$ cat config.mk
export PLATFORM = sky130hd
export DESIGN_NAME = tsm_top
export DESIGN_NICKNAME = d
export VERILOG_FILES = /design/src/hw/tsm_pkg.sv /design/src/hw/tsm_pin_mux.sv /design/src/hw/tsm_top.sv
export SDC_FILE = /design/constraint.sdc
export NUM_CORES = 1
export LEC_CHECK = 0
export BUFFER_PORTS_ARGS = -buffer_cell sky130_fd_sc_hd__buf_2
export CAP_MARGIN = 20
export CORE_ASPECT_RATIO = 0.8
export CORE_MARGIN = 4
export CORE_UTILIZATION = 25
export DETAILED_ROUTE_END_ITERATION = 8
export GPL_TIMING_DRIVEN = 1
export PLACE_DENSITY = 0.49
export SLEW_MARGIN = 30
export SYNTH_ARGS = -nofsm -noshare
export SYNTH_HDL_FRONTEND = slang
export SYNTH_SLANG_ARGS = --single-unit
$ cat constraint.sdc
create_clock -name core_clk_i -period 6.73 [get_ports core_clk_i]
set_input_delay 0.673 -clock core_clk_i [delete_from_list [all_inputs] [get_ports core_clk_i]]
set_output_delay 0.673 -clock core_clk_i [all_outputs]
set_load 0.02 [all_outputs]
$ cat src/hw/tsm_pkg.sv
// Shared constants and carrier types of the test signal output mux.
// Assumes one 100 MHz core clock and observation sources on that clock.
// Operation
// RULE1: Receive queue byte at 0x3F, read/write, resets zero.
// RULE2: Host accesses queue only with oscillator running.
// RULE3: Each pin has own code; 0 is normal.
// RULE4: Code 1 gives ADC Q / I LSB.
// RULE5: Clear-channel code 2 pulses on late resync.
// RULE6: Frame-delimiter code 2 pulses on early resync.
// RULE7: Code 3 mirrors synthesizer lock status.
// RULE8: Clear-channel codes 4/5: chip/bit clocks in transmit.
// RULE9: Frame-delimiter codes 4/5: chip/bit data in transmit.
// RULE10: Codes 6-11 give active-high power-down controls.
// RULE11: Clear-channel code 12 pulses on gain update.
// RULE12: Codes 12-14 select VGA peak detector stages.
// RULE13: Codes 15/16 give gain mode, VGA gain bits.
// RULE14: Clear-channel code 17 gives peak-detector reset, active low.
// RULE15: Frame-delimiter code 17 gives bandpass calibration clock.
// RULE16: Clear-channel code 23 gives 8 MHz; others reserved.
// RULE17: Clear-channel code 24 gives crystal stable flag.
// RULE18: Frame-delimiter code 24 gives frequency comparator.
// RULE19: Codes 25-28 give synthesizer reference, feedback, windows.
// RULE20: Code 29 ADC clock; 30 low; 31 high.
// RULE21: Reserved codes drive the pin low.

package tsm_pkg;

	// Register map
	localparam logic [5:0] REG_RXQ_ADDR = 6'h3f;
	localparam logic [7:0] RXQ_RESET = 8'h00;
	localparam logic [7:0] RDATA_RESET = 8'h00;

	// Select codes that matter to more than one branch
	localparam logic [4:0] CODE_NORMAL = 5'h00;
	localparam logic [4:0] CODE_ADC_LSB = 5'h01;
	localparam logic [4:0] CODE_RESYNC = 5'h02;
	localparam logic [4:0] CODE_LOCK = 5'h03;
	localparam logic [4:0] CODE_TX_CHIP = 5'h04;
	localparam logic [4:0] CODE_TX_BIT = 5'h05;
	localparam logic [4:0] CODE_PD_FIRST = 5'h06;
	localparam logic [4:0] CODE_CLK8 = 5'h17;
	localparam logic [4:0] CODE_LOW = 5'h1e;
	localparam logic [4:0] CODE_HIGH = 5'h1f;

	// Timing: core clock and the 16 MHz pulse / tick reference
	localparam int CORE_PERIOD_PS = 10000;
	localparam int TICK_PERIOD_PS = 62500;
	localparam int CORE_CLK_KHZ = 100000;
	localparam int TICK_CLK_KHZ = 16000;
	// One 16 MHz cycle as core cycles, rounded up so the pulse is never short
	localparam logic [2:0] PULSE_CYCLES =
		3'((TICK_PERIOD_PS + CORE_PERIOD_PS - 1) / CORE_PERIOD_PS);
	localparam logic [16:0] ACC_STEP = 17'(TICK_CLK_KHZ);
	localparam logic [16:0] ACC_WRAP = 17'(CORE_CLK_KHZ);
	localparam logic [16:0] ACC_RESET = 17'h00000;
	localparam logic [2:0] CNT_RESET = 3'h0;

	// Register request from the configuration port
	typedef struct packed {
		logic rd;
		logic wr;
		logic [5:0] addr;
		logic [7:0] wdata;
	} tsm_reg_req_type;

	// Internal signals that may be observed on the pins
	typedef struct packed {
		logic adc_q_lsb;
		logic adc_i_lsb;
		logic demod_late_resync_pulse;
		logic demod_early_resync_pulse;
		logic synth_locked_flag;
		logic tx_active;
		logic tx_chip_rate_clock;
		logic tx_bit_rate_clock;
		logic tx_chip_stream;
		logic tx_bit_stream;
		logic [5:0] power_down;
		logic gain_update_pulse;
		logic [4:0] peak_det;
		logic [1:0] frontend_gain_mode;
		logic [1:0] vga_gain;
		logic peak_det_reset_n;
		logic bandpass_cal_clock;
		logic crystal_stable_flag;
		logic synth_freq_compare;
		logic synth_reference_signal;
		logic synth_divided_signal;
		logic synth_lock_window;
		logic synth_lock_window_sync;
		logic converter_clock_one;
		logic converter_clock_two;
	} tsm_obs_type;

	// State of one pin selector
	typedef struct packed {
		logic pin;
	} tsm_mux_state_type;

	// State of the top block
	typedef struct packed {
		logic [7:0] rxq;
		logic [7:0] rdata;
		logic rvalid;
		logic pop;
		logic [2:0] late_cnt;
		logic [2:0] early_cnt;
		logic [2:0] agc_cnt;
		logic [16:0] acc;
		logic clk8;
	} tsm_state_type;

endpackage

$ cat src/hw/tsm_pin_mux.sv
// One registered 32-way selector driving a single test output pin.
// Assumes the caller has already zeroed the source bits of reserved codes.
`timescale 1ns/1ns
`default_nettype none

module tsm_pin_mux
	import tsm_pkg::*;
(
	// Clock and reset
	input wire logic core_clk_i,
	input wire logic resetn_i,
	// Selection
	input wire logic [4:0] sel_i,
	input wire logic [31:0] src_i,
	// Pin
	output logic pin_o
);

	tsm_mux_state_type state_q; // Registered pin level
	tsm_mux_state_type state_d; // Next pin level

	// Pick the source named by the code
	always_comb
	begin
		state_d = state_q;
		state_d.pin = src_i[sel_i]; // [RULE3]
	end

	// Register so the pin never glitches while the code changes
	always_ff @(posedge core_clk_i or negedge resetn_i)
	begin
		if (!resetn_i)
			state_q <= '0;
		else
			state_q <= state_d;
	end

	assign pin_o = state_q.pin;
endmodule

`default_nettype wire

$ cat src/hw/tsm_top.sv
// Test signal output mux with the receive queue byte register.
// Assumes every observed source and the register port run on core_clk_i.
`timescale 1ns/1ns
`default_nettype none

module tsm_top
	import tsm_pkg::*;
(
	// Clock and reset
	input wire logic core_clk_i,
	input wire logic resetn_i,
	// Register port
	input wire tsm_reg_req_type reg_req_i,
	output logic [7:0] reg_rdata_o,
	output logic reg_rvalid_o,
	// Receive data path side of the queue byte
	input wire logic rxq_load_i,
	input wire logic [7:0] rxq_load_byte_i,
	output logic rxq_pop_o,
	// Pin select codes from the I/O configuration
	input wire logic [4:0] clear_channel_pin_select_i,
	input wire logic [4:0] frame_delimiter_pin_select_i,
	// Normal pin functions
	input wire logic clear_channel_i,
	input wire logic frame_delimiter_i,
	// Observed internal signals
	input wire tsm_obs_type obs_i,
	// Output pins
	output logic clear_channel_pin_o,
	output logic frame_delimiter_pin_o
);

	tsm_state_type state_q; // All registered state
	tsm_state_type state_d; // Next state
	logic [31:0] cca_src; // Sources per code, clear-channel pin
	logic [31:0] sfd_src; // Sources per code, frame-delimiter pin
	logic access_ok; // Oscillator is running, accesses are honoured
	logic hit_rxq; // Request addresses the queue byte
	logic late_str; // Stretched late-resync pulse
	logic early_str; // Stretched early-resync pulse
	logic agc_str; // Stretched gain-update pulse
	logic [16:0] acc_sum; // Phase accumulator before wrap

	assign access_ok = obs_i.crystal_stable_flag; // [RULE2]
	assign hit_rxq = reg_req_i.addr == REG_RXQ_ADDR;
	assign late_str = state_q.late_cnt != CNT_RESET;
	assign early_str = state_q.early_cnt != CNT_RESET;
	assign agc_str = state_q.agc_cnt != CNT_RESET;
	assign acc_sum = state_q.acc + ACC_STEP;

	// Next-state logic: register port, pulse stretchers, 8 MHz divider
	always_comb
	begin
		state_d = state_q;
		state_d.rvalid = 1'b0;
		state_d.pop = 1'b0;
		// Accesses without the oscillator are dropped with no answer
		if (access_ok) // [RULE2]
		begin
			if (reg_req_i.wr && hit_rxq)
				state_d.rxq = reg_req_i.wdata; // [RULE1]
			if (reg_req_i.rd)
			begin
				state_d.rvalid = 1'b1;
				// Unmapped addresses read as zero
				state_d.rdata = hit_rxq ? state_q.rxq : RDATA_RESET; // [RULE1]
				state_d.pop = hit_rxq;
			end
		end
		// A byte from the receive path wins so no received data is lost
		if (rxq_load_i)
			state_d.rxq = rxq_load_byte_i;
		// Stretch one-cycle strobes to one 16 MHz period; a retrigger restarts
		if (obs_i.demod_late_resync_pulse)
			state_d.late_cnt = PULSE_CYCLES; // [RULE5]
		else if (late_str)
			state_d.late_cnt = state_q.late_cnt - 3'h1;
		if (obs_i.demod_early_resync_pulse)
			state_d.early_cnt = PULSE_CYCLES; // [RULE6]
		else if (early_str)
			state_d.early_cnt = state_q.early_cnt - 3'h1;
		if (obs_i.gain_update_pulse)
			state_d.agc_cnt = PULSE_CYCLES; // [RULE11]
		else if (agc_str)
			state_d.agc_cnt = state_q.agc_cnt - 3'h1;
		// Fractional divider: 16 MHz ticks from 100 MHz; the 8 MHz clock
		// toggles per tick, so its edges jitter by one core cycle
		if (acc_sum >= ACC_WRAP)
		begin
			state_d.acc = acc_sum - ACC_WRAP;
			state_d.clk8 = ~state_q.clk8; // [RULE16]
		end
		else
			state_d.acc = acc_sum;
	end

	// State register
	always_ff @(posedge core_clk_i or negedge resetn_i)
	begin
		if (!resetn_i)
		begin
			state_q.rxq <= RXQ_RESET; // [RULE1]
			state_q.rdata <= RDATA_RESET;
			state_q.rvalid <= 1'b0;
			state_q.pop <= 1'b0;
			state_q.late_cnt <= CNT_RESET;
			state_q.early_cnt <= CNT_RESET;
			state_q.agc_cnt <= CNT_RESET;
			state_q.acc <= ACC_RESET;
			state_q.clk8 <= 1'b0;
		end
		else
			state_q <= state_d;
	end

	assign reg_rdata_o = state_q.rdata;
	assign reg_rvalid_o = state_q.rvalid;
	assign rxq_pop_o = state_q.pop;

	// Source table of the clear-channel pin; reserved codes stay zero
	always_comb
	begin
		cca_src = '0; // [RULE21]
		cca_src[0] = clear_channel_i; // [RULE3]
		cca_src[1] = obs_i.adc_q_lsb; // [RULE4]
		cca_src[2] = late_str; // [RULE5]
		cca_src[3] = obs_i.synth_locked_flag; // [RULE7]
		cca_src[4] = obs_i.tx_active & obs_i.tx_chip_rate_clock; // [RULE8]
		cca_src[5] = obs_i.tx_active & obs_i.tx_bit_rate_clock; // [RULE8]
		cca_src[11:6] = obs_i.power_down; // [RULE10]
		cca_src[12] = agc_str; // [RULE11]
		cca_src[13] = obs_i.peak_det[1]; // [RULE12]
		cca_src[14] = obs_i.peak_det[3]; // [RULE12]
		cca_src[15] = obs_i.frontend_gain_mode[1]; // [RULE13]
		cca_src[16] = obs_i.vga_gain[1]; // [RULE13]
		cca_src[17] = obs_i.peak_det_reset_n; // [RULE14]
		cca_src[23] = state_q.clk8; // [RULE16]
		cca_src[24] = obs_i.crystal_stable_flag; // [RULE17]
		cca_src[25] = obs_i.synth_reference_signal; // [RULE19]
		cca_src[26] = obs_i.synth_divided_signal; // [RULE19]
		cca_src[27] = obs_i.synth_lock_window; // [RULE19]
		cca_src[28] = obs_i.synth_lock_window_sync; // [RULE19]
		cca_src[29] = obs_i.converter_clock_one; // [RULE20]
		cca_src[30] = 1'b0; // [RULE20]
		cca_src[31] = 1'b1; // [RULE20]
	end

	// Source table of the frame-delimiter pin; reserved codes stay zero
	always_comb
	begin
		sfd_src = '0; // [RULE21]
		sfd_src[0] = frame_delimiter_i; // [RULE3]
		sfd_src[1] = obs_i.adc_i_lsb; // [RULE4]
		sfd_src[2] = early_str; // [RULE6]
		sfd_src[3] = obs_i.synth_locked_flag; // [RULE7]
		sfd_src[4] = obs_i.tx_active & obs_i.tx_chip_stream; // [RULE9]
		sfd_src[5] = obs_i.tx_active & obs_i.tx_bit_stream; // [RULE9]
		sfd_src[11:6] = obs_i.power_down; // [RULE10]
		sfd_src[12] = obs_i.peak_det[0]; // [RULE12]
		sfd_src[13] = obs_i.peak_det[2]; // [RULE12]
		sfd_src[14] = obs_i.peak_det[4]; // [RULE12]
		sfd_src[15] = obs_i.frontend_gain_mode[0]; // [RULE13]
		sfd_src[16] = obs_i.vga_gain[0]; // [RULE13]
		sfd_src[17] = obs_i.bandpass_cal_clock; // [RULE15]
		sfd_src[24] = obs_i.synth_freq_compare; // [RULE18]
		sfd_src[25] = obs_i.synth_reference_signal; // [RULE19]
		sfd_src[26] = obs_i.synth_divided_signal; // [RULE19]
		sfd_src[27] = obs_i.synth_lock_window; // [RULE19]
		sfd_src[28] = obs_i.synth_lock_window_sync; // [RULE19]
		sfd_src[29] = obs_i.converter_clock_two; // [RULE20]
		sfd_src[30] = 1'b0; // [RULE20]
		sfd_src[31] = 1'b1; // [RULE20]
	end

	// Clear-channel pin selector
	tsm_pin_mux u_cca_mux (
		.core_clk_i(core_clk_i),
		.resetn_i(resetn_i),
		.sel_i(clear_channel_pin_select_i),
		.src_i(cca_src),
		.pin_o(clear_channel_pin_o)
	);

	// Frame-delimiter pin selector
	tsm_pin_mux u_sfd_mux (
		.core_clk_i(core_clk_i),
		.resetn_i(resetn_i),
		.sel_i(frame_delimiter_pin_select_i),
		.src_i(sfd_src),
		.pin_o(frame_delimiter_pin_o)
	);
endmodule

`default_nettype wire

==> results of run 1 <==
==> final cells by class <==
cell class                 instances  area, µm²  share of cell area
multi-input combinational        227       1550               0.452
sequential                        42       1050               0.306
timing repair buffer              86        433               0.126
tap                              144        180              0.0524
clock buffer                       6        129              0.0375
inverter                          20       75.1              0.0218
clock inverter                     2       13.8             0.00401
==> worst max-delay path: stages, from the launching register on <==
cell and delay [ps]:
dfrtp_1 470, ha_1 360, nor3_2 310, nand2_1 220, a311oi_1 450, a41o_1 450
o31ai_1 130, a211oi_1 220
==> state kept, by name (all words and copies together) (netlist names) <==
name             cells
cca_src              1
reg_rdata_o          8
reg_rvalid_o         1
rxq_pop_o            1
state_q             29
u_cca_mux.pin_o      1
u_sfd_mux.pin_o      1
==> synthesized netlist by cell type (all sizes together) (3+ instances only) <==
| master | n | area share |
|---|---|---|
| xnor2 | 15 | 0.047 |
| o22ai | 3 | 0.0067 |
| o31ai | 4 | 0.011 |
| or2 | 4 | 0.0089 |
| nand2 | 43 | 0.057 |
| clkbuf | 7 | 0.0094 |
| buf | 16 | 0.037 |
| o21ai | 28 | 0.050 |
| nor2 | 15 | 0.020 |
| and3 | 10 | 0.022 |
| nor3 | 7 | 0.016 |
| ha | 10 | 0.045 |
| nand3 | 3 | 0.0053 |
| a211oi | 3 | 0.0080 |
| a31oi | 4 | 0.0089 |
| inv | 20 | 0.027 |
| mux2i | 6 | 0.021 |
| a21oi | 18 | 0.032 |
| nor3b | 3 | 0.0098 |
| dfrtp | 42 | 0.37 |
| nand2b | 9 | 0.020 |
| mux4 | 7 | 0.056 |
| nor2b | 3 | 0.0067 |
| xor2 | 3 | 0.0094 |
==> how the worst min path moves through the flow <==
stage | from | end | slack (ps) | depth (start not counted)
floorplan | resetn_i | cca_src[23] | 380 | 0
global placement | cca_src[23] | cca_src[23] | 460 | 1
detailed placement | cca_src[23] | cca_src[23] | 470 | 1
CTS | resetn_i | state_q[43] | 400 | 1
global route | resetn_i | reg_rdata_o[3] | 430 | 1
finish | resetn_i | reg_rdata_o[3] | 370 | 1
==> routing by layer <==
metal / routed length, µm / vias to the layer above / track usage
met4: 43 / 0 / 0.0247
met5: 0 / - / 0
met1: 3370 / 1163 / 0.152
met2: 3260 / 49 / 0.173
li1: - / 1228 / -
met3: 401 / 6 / 0.0269
==> metrics by stage <==
step	total power, mW	instances	area, µm²
6_report	0.591	527	3440
5_1_grt	0.624	527	3440
4_1_cts	0.601	527	3440
3_5_place_dp	0.360	519	3290
3_3_place_gp	0.358	519	3290
2_1_floorplan	0.319	312	2810
==> power breakdown <==
group | total, mW | switching [mW] | internal (mW)
clock | 0.237 | 0.0991 | 0.138
combinational | 0.0845 | 0.0439 | 0.0406
sequential | 0.269 | 0.00569 | 0.264
==> logic make-up after synthesis <==
logic type	share of synthesized area
buffers and inverters	0.0730
and+or+nand+nor	0.193
DFF	0.374
muxes	0.0855
AOI/OAI and AO/OA	0.174
adders and majority gates	0.0445
xor gates and xnor gates	0.0561
==> placed cells by master (no fill, tap or decap), types with 2 or more instances in the layout <==
cell / instances
nand3b_1: 2
nor3b_1: 2
or2_2: 3
xnor2_1: 15
a221oi_1: 2
inv_1: 20
nor2_1: 15
xor2_1: 3
and2_1: 2
a31oi_1: 4
clkbuf_16: 5
dfrtp_1: 42
a21oi_1: 18
o31ai_1: 4
nor3_1: 5
nand2b_1: 9
buf_2: 85
nand3_1: 3
mux4_2: 7
nand4_1: 2
mux2i_1: 6
o22ai_1: 3
and3_1: 10
nand2_1: 43
ha_1: 10
nor2b_1: 3
and4_1: 2
mux2_2: 2
o211ai_1: 2
a211oi_1: 3
nor3_2: 2
o21ai_0: 28
==> parameters.txt, run 1 <==
Parameter                              Value

CTS
  Hold-fix buffers, CTS ... 0
  CTS tree ... done
  Clk pin slew, worst setup/hold paths ... 60 ps
  Number of setup buffers added after CTS ... 0
  Number of clock sinks seen by CTS ... 42
  Cts bufs inserted ... 5
  Clk_lat worst skew ... 280 ps
  CTS Buffer Depth ... 2
  Post-cts sizing count ... 0
  Clock Root Buffer ... clkbuf_16
  H-tree depth reported by CTS ... 2

Worst setup path
  Worst setup startpoint ... state_q[8]
  Crit path capture type ... flop
  Required time worst endpoint ... 6920 ps
  Data arrival at the endpoint of the critical path ... 2890 ps
  Type of the worst setup path ... flop to flop
  Endpoint of the worst setup timing path ... state_q[13]
  R2R Path End ... state_q[13]
  Kind of launch point of the worst setup path ... flop
  Reg2Reg Depth ... 7
  Top fanout value on the critical path ... 11
  Reg-to-Reg Start ... state_q[8]
  R2R setup slack ... 4030 ps

Finish
  Post-layout utilization of the core ... 0.314
  Share of post-route cells with drive strength above 1 ... 0.290
  Final nets ... 467
  Area growth syn-to-layout ... 22.3%
  Total of fill cells in the finished design ... 1148
  Number of diodes added for antenna fixing ... 0

Drt
  Number of iterations in the first detailed-routing pass ... 4
  ANT nets after route ... 0
  Wire per inst ... 13.4 µm
  Initial detailed-routing violation count ... 149
  Total DRC errors in the routed layout ... 0
  Via/cell ratio ... 4.64
  Detailed-route wire length ... 7080 µm
  Vias after detailed routing ... 2446

Timing
  Hold Slack ... 371 ps
  RSZ-0062 raised after global routing ... false
  Crit path time final ... 2700 ps
  Maximum clock frequency ... 370 MHz
  Fin. Hold Viols ... 0
  Total negative slack ... 0 ps
  Clock Skew ... 3.75 ps
  Count of pins over their slew limit ... 0
  Number of endpoints failing setup at the final stage ... 0
  Worst slew pin tran ... 678 ps
  Setup WS post-layout ... 4030 ps
  Worst relative slew slack ... 0.547
  Final worst path period share ... 0.401

Hold path
  Worst hold path type ... primary input to async pin

Global route
  Gr ovfl total ... 0
  Pin count of the biggest net entering global routing ... 43
  Initial antenna violation count ... 0
  Wire length of the first global-routing pass ... 11600 µm
  Vias in the first global route ... 2367
  All-Layer GR Usage ... 0.109

Logic synthesis
  Post-synth design cell area ... 2810 µm²
  Fraction of registers with async set/reset ... 1.00
  Mean instance size in the synthesized netlist ... 9.01 µm²
  Number of enable flip-flop cells after synthesis ... 0
  Distinct cell type count after synthesis ... 52
  Share of the yosys chip area belonging to registers ... 0.374
  Yosys synthesis warning count ... 0
  Cell count after synthesis ... 312
  Dominant synthesized flop cell ... dfrtp_1
  Net count after synthesis ... 397
  Synthesized flop and latch total ... 42

Placed design
  Placement Setup Slack ... 3990 ps
  Count of buffers inserted at the top-level ports ... 86
  Final GP Congestion ... 0.815
  HPWL after detailed placement ... 5560 µm

Run
  Number of max-cap violations ... 0

Die
  Ports ... 87
  Initial Util ... 0.257
  Chip Width ... 127 µm
  Vertical die dimension ... 103 µm
  Standard-cell row count ... 34
  Total core area ... 10900 µm²
  Overall die area ... 13000 µm²

Pwr
  Cell Pwr Density ... 172 nW/µm²
  Lkg Pwr ... 1.65 nW
  Maximum VDD drop ... 0.0000842 V

Outcome
  Outcome ... finished clean
Power figures use the tool's default switching activity.
==> run 2: changes to the inputs <==
PLACE_DENSITY = 0.5   (was 0.49)
clock period = 2.4 ns   (was 6.73 ns; I/O delays follow)
==> run 2 against run 1 <==
  * Final cell count increased by 3.4%
  * Power grew to 2.9 times the previous value
  * Setup slack lost 3900 ps
  * Hold slack worse by 200 ps
  * Flip-flop and latch count unchanged
  * Global-route usage about the same
  * Clock skew up 1.9 ps
  * Critical path depth rose by 2
  * Sequential share of layout area is 1.6 points lower
  * Clock power rose to 2.9 times the previous value
  * Count of clock-buffer cells in the layout down 1
  * Largest cell class unchanged
  * Highest routed layer unchanged
==> parameters.txt, run 2 (same netlist as run 1, synthesis figures left out) <==
Parameter                              Value

Placed design
  HPWL after detailed placement ... 5730 µm
  Count of buffers inserted at the top-level ports ... 86
  Total placed instance area ... 3400 µm²
  Final GP Congestion ... 0.826

Worst setup path
  R2R Path End ... state_q[9]
  Top fanout value on the critical path ... 8
  Reg-to-Reg Start ... state_q[8]
  Crit path capture type ... flop
  Data arrival at the endpoint of the critical path ... 2430 ps
  Reg2Reg Depth ... 9
  Kind of launch point of the worst setup path ... flop
  Required time worst endpoint ... 2580 ps
  Type of the worst setup path ... flop to flop
  R2R setup slack ... 150 ps

Drt
  Vias after detailed routing ... 2485
  ANT nets after route ... 0
  Total DRC errors in the routed layout ... 0
  Detailed-route wire length ... 7150 µm
  Initial detailed-routing violation count ... 184
  Via/cell ratio ... 4.56
  Number of iterations in the first detailed-routing pass ... 4
  Wire per inst ... 13.1 µm

Pwr
  Maximum VDD drop ... 0.000266 V
  Lkg Pwr ... 1.76 nW
  Cell Pwr Density ... 466 nW/µm²

Die
  Standard-cell row count ... 34
  Vertical die dimension ... 103 µm
  Ports ... 87
  Chip Width ... 127 µm
  Overall die area ... 13000 µm²
  Initial Util ... 0.257
  Total core area ... 10900 µm²

Timing
  RSZ-0062 raised after global routing ... false
  Crit path time final ... 2250 ps
  Worst slew pin tran ... 532 ps
  Fin. Hold Viols ... 0
  Clock Skew ... 5.68 ps
  Maximum clock frequency ... 445 MHz
  Hold Slack ... 167 ps
  Count of pins over their slew limit ... 0
  Number of endpoints failing setup at the final stage ... 0
  Worst relative slew slack ... 0.645
  Final worst path period share ... 0.937

Hold path
  Worst hold path cell count ... 3
  Worst Hold Path EP ... state_q[42]
  Hold Crit Start ... rxq_load_byte_i[5]
  Worst hold path type ... primary input to flop

Global route
  Pin count of the biggest net entering global routing ... 24
  Initial antenna violation count ... 0
  All-Layer GR Usage ... 0.109
  Wire length of the first global-routing pass ... 11800 µm
  Gr ovfl total ... 0
  Vias in the first global route ... 2380

Finish
  Flip-flop count of the largest register, all copies and words added ... 29
  Most flops, register ... state_q
  Post-route cell area ... 3620 µm²
  Top library cells by usage in the layout, fill and taps aside ... buf_2 (86), nand2_1 (43), dfrtp_1 (42), o21ai_0 (28), inv_1 (20)
  Number of diodes added for antenna fixing ... 0
  Share of post-route cells with drive strength above 1 ... 0.332
  Final nets ... 485
  Area growth syn-to-layout ... 29.0%
  Most common cell after layout, fill and taps aside ... buf_2

CTS
  Clk pin slew, worst setup/hold paths ... 70 ps
  H-tree depth reported by CTS ... 2
  CTS Buffer Depth ... 2
  Clk_lat worst skew ... 290 ps
  Number of clock sinks seen by CTS ... 42
  Clock Root Buffer ... clkbuf_16
  Cts bufs inserted ... 5
  CTS tree ... done

Run
  Number of max-cap violations ... 0

Outcome
  Outcome ... finished clean
## run 2: stage by stage
| step | TNS, ps | worst slack [ps] | power, mW | cells | util |
|---|---|---|---|---|---|
| after CTS | 0 | 53.7 | 1.71 | 543 | 0.326 |
| final | 0 | 150 | 1.69 | 545 | 0.332 |
| after detailed placement | -39.1 | -39.1 | 1.01 | 534 | 0.311 |
| after global routing | 0 | 7.62 | 1.78 | 545 | 0.332 |
| after floorplan | 0 | 93.5 | 0.893 | 312 | - |
| after global placement | 0 | 53.8 | 1.00 | 534 | 0.311 |
## run 2: power by group
part	leakage [nW]	switching (mW)	internal, mW
registers	0.507	0.0150	0.739
logic	1.19	0.123	0.116
clock network	0.0664	0.306	0.389
## run 2: timing repair
item	4_1_cts	5_1_grt
hold endpoints to repair	42	0
resized for setup	1	6
endpoints found under the setup margin	1	4
setup buffers	0	2
hold buffers	1	0
gates cloned	0	0
pin swaps	0	2
## run 2: per-layer routing
metal	up-vias	track usage	wire [µm]
li1	1266	-	-
met1	1159	0.164	3630
met3	6	0.0280	427
met2	54	0.161	3050
met5	-	0	0
met4	0	0.0173	42
## run 2: layout make-up
cell class,count,area [µm²]
Sequential cell,42,1050
Fill cell,1150,7310
Multi-Input combinational cell,227,1600
Inverter,20,75.1
Timing Repair Buffer,104,568
Clock buffer,5,125
Tap cell,144,180
Clock inverter,3,23.8
## run 2: critical path, stage by stage, from the launching register on
cell and delay [ps]:
dfrtp_1 420, ha_4 200, nor3_2 310, nand2_1 130, o221ai_1 210, buf_4 180
a41o_2 330, buf_4 160, nor2_1 50, xor2_1 140
## run 2: worst max path at each step
stage | start | endpoint | slack, ps
after CTS | state_q[8] | state_q[13] | 50
after detailed placement | state_q[8] | state_q[13] | -40
final | state_q[8] | state_q[9] | 150
after global placement | state_q[8] | state_q[13] | 50
after global routing | state_q[8] | state_q[13] | 8
after floorplan | state_q[9] | state_q[13] | 90
==> run 3: changes to the inputs <==
ABC_CLOCK_PERIOD_IN_PS = 2400   (was unset)
CORE_ASPECT_RATIO = unset   (was 0.8)
MAX_ROUTING_LAYER = met4   (was unset)
==> run 3 against run 2 <==
  * The run now ends with negative hold slack left
  * Register-to-register slack is essentially flat
  * Die area is essentially flat
  * Critical path depth shrank 2
  * Critical path type unchanged
  * Largest power group is now clock
  * Highest routed layer unchanged
==> parameters.txt, run 3 (same netlist as run 1, synthesis figures left out) <==
Parameter                              Value

Die
  Standard-cell row count ... 38
  Initial Util ... 0.257
  Overall die area ... 13000 µm²
  Vertical die dimension ... 114 µm
  Ports ... 87
  Total core area ... 10900 µm²
  Chip Width ... 114 µm

Drt
  ANT nets after route ... 0
  Number of iterations in the first detailed-routing pass ... 4
  Via/cell ratio ... 4.63
  Initial detailed-routing violation count ... 130
  Vias after detailed routing ... 2475
  Wire per inst ... 13.4 µm
  Detailed-route wire length ... 7180 µm
  Total DRC errors in the routed layout ... 0

Finish
  Final nets ... 479
  Top library cells by usage in the layout, fill and taps aside ... buf_2 (86), nand2_1 (43), dfrtp_1 (42), o21ai_0 (28), inv_1 (20)
  Area growth syn-to-layout ... 26.3%
  Post-layout utilization of the core ... 0.324
  Number of diodes added for antenna fixing ... 0
  Most common cell after layout, fill and taps aside ... buf_2
  Multi-input combinational cell area ... 1560 µm²
  Post-route cell area ... 3550 µm²
  Share of post-route cells with drive strength above 1 ... 0.319
  Total of fill cells in the finished design ... 1158
  Most flops, register ... state_q
  Sequential standard cell area ... 1050 µm²
  Flip-flop count of the largest register, all copies and words added ... 29

Global route
  Pin count of the biggest net entering global routing ... 27
  Wire length of the first global-routing pass ... 11700 µm
  All-Layer GR Usage ... 0.113
  Gr ovfl total ... 0
  Initial antenna violation count ... 0
  Vias in the first global route ... 2450

Outcome
  Outcome ... complete, but fails checks
  Violated checks ... negative hold slack

Timing
  Number of endpoints failing setup at the final stage ... 0
  Maximum clock frequency ... 445 MHz
  Worst relative slew slack ... 0.573
  RSZ-0062 raised after global routing ... false
  Count of pins over their slew limit ... 0
  Worst slew pin tran ... 640 ps
  Clock Skew ... 5.42 ps
  Total negative slack ... 0 ps
  Fin. Hold Viols ... 24
  Hold Slack ... -19.6 ps
  Crit path time final ... 2250 ps
  Final worst path period share ... 0.936

Worst setup path
  Reg-to-Reg Start ... state_q[8]
  Kind of launch point of the worst setup path ... flop
  Top fanout value on the critical path ... 9
  Reg2Reg Depth ... 7
  Required time worst endpoint ... 2560 ps
  Worst setup startpoint ... state_q[8]
  Type of the worst setup path ... flop to flop
  Crit path capture type ... flop
  R2R setup slack ... 150 ps
  R2R Path End ... state_q[13]
  Data arrival at the endpoint of the critical path ... 2400 ps
  Endpoint of the worst setup timing path ... state_q[13]

Placed design
  Total placed instance area ... 3380 µm²
  Final GP Congestion ... 0.829
  Count of buffers inserted at the top-level ports ... 86
  HPWL after detailed placement ... 5770 µm

CTS
  Clk_lat worst skew ... 280 ps
  Number of setup buffers added after CTS ... 0
  Hold-fix buffers, CTS ... 0
  CTS Buffer Depth ... 2
  Number of clock sinks seen by CTS ... 42
  CTS tree ... done
  Clock Root Buffer ... clkbuf_16
  H-tree depth reported by CTS ... 2
  Cts bufs inserted ... 5
  Clk pin slew, worst setup/hold paths ... 70 ps
  Post-cts sizing count ... 0

Run
  Number of max-cap violations ... 0

Pwr
  Lkg Pwr ... 1.72 nW
  Post-layout total power ... 1.77 mW
  Maximum VDD drop ... 0.000240 V
  Cell Pwr Density ... 498 nW/µm²

Hold path
  Worst hold path type ... primary input to async pin
run 3: how the worst min path moves through the flow:
stage | endpoint | slack, ps | depth (start not counted)
after floorplan | cca_src[23] | -60 | 0
after global placement | state_q[17] | 300 | 1
after detailed placement | state_q[15] | 310 | 1
after CTS | state_q[16] | 9 | 1
after global routing | state_q[16] | 30 | 1
final | state_q[16] | -20 | 1
run 3: worst max-delay path: stages, from the launching register on:
cell	delay [ps]
dfrtp_1	380
ha_2	230
or3_4	340
o41ai_2	340
a311oi_1	110
a41o_2	350
o31ai_1	260
a211oi_1	100
run 3: metrics by stage:
stage	instances	setup WS, ps	hold slack [ps]
2_1_floorplan	312	93.5	-55.6
3_3_place_gp	527	81.1	305
5_1_grt	535	63.9	31.4
4_1_cts	535	16.3	8.61
3_5_place_dp	527	14.8	313
6_report	535	154	-19.6
run 3: layout make-up:
| cell class | instances | share of cell area |
|---|---|---|
| Clock buffer | 5 | 0.0353 |
| Clock inverter | 3 | 0.0123 |
| Inverter | 20 | 0.0212 |
| Multi-Input combinational cell | 227 | 0.439 |
| Sequential cell | 42 | 0.296 |
| Tap cell | 140 | 0.0494 |
| Timing Repair Buffer | 98 | 0.147 |
run 3: metal layers:
metal	vias up	track usage	routed length [µm]
met1	1166	0.148	3320
met2	47	0.179	3470
li1	1258	-	-
met5	-	-	0
met3	4	0.0218	317
met4	0	0.0309	72
run 3: power by group:
part | total [mW] | switching (mW) | internal (mW)
clock network | 0.775 | 0.283 | 0.493
registers | 0.756 | 0.0166 | 0.739
logic | 0.237 | 0.122 | 0.115
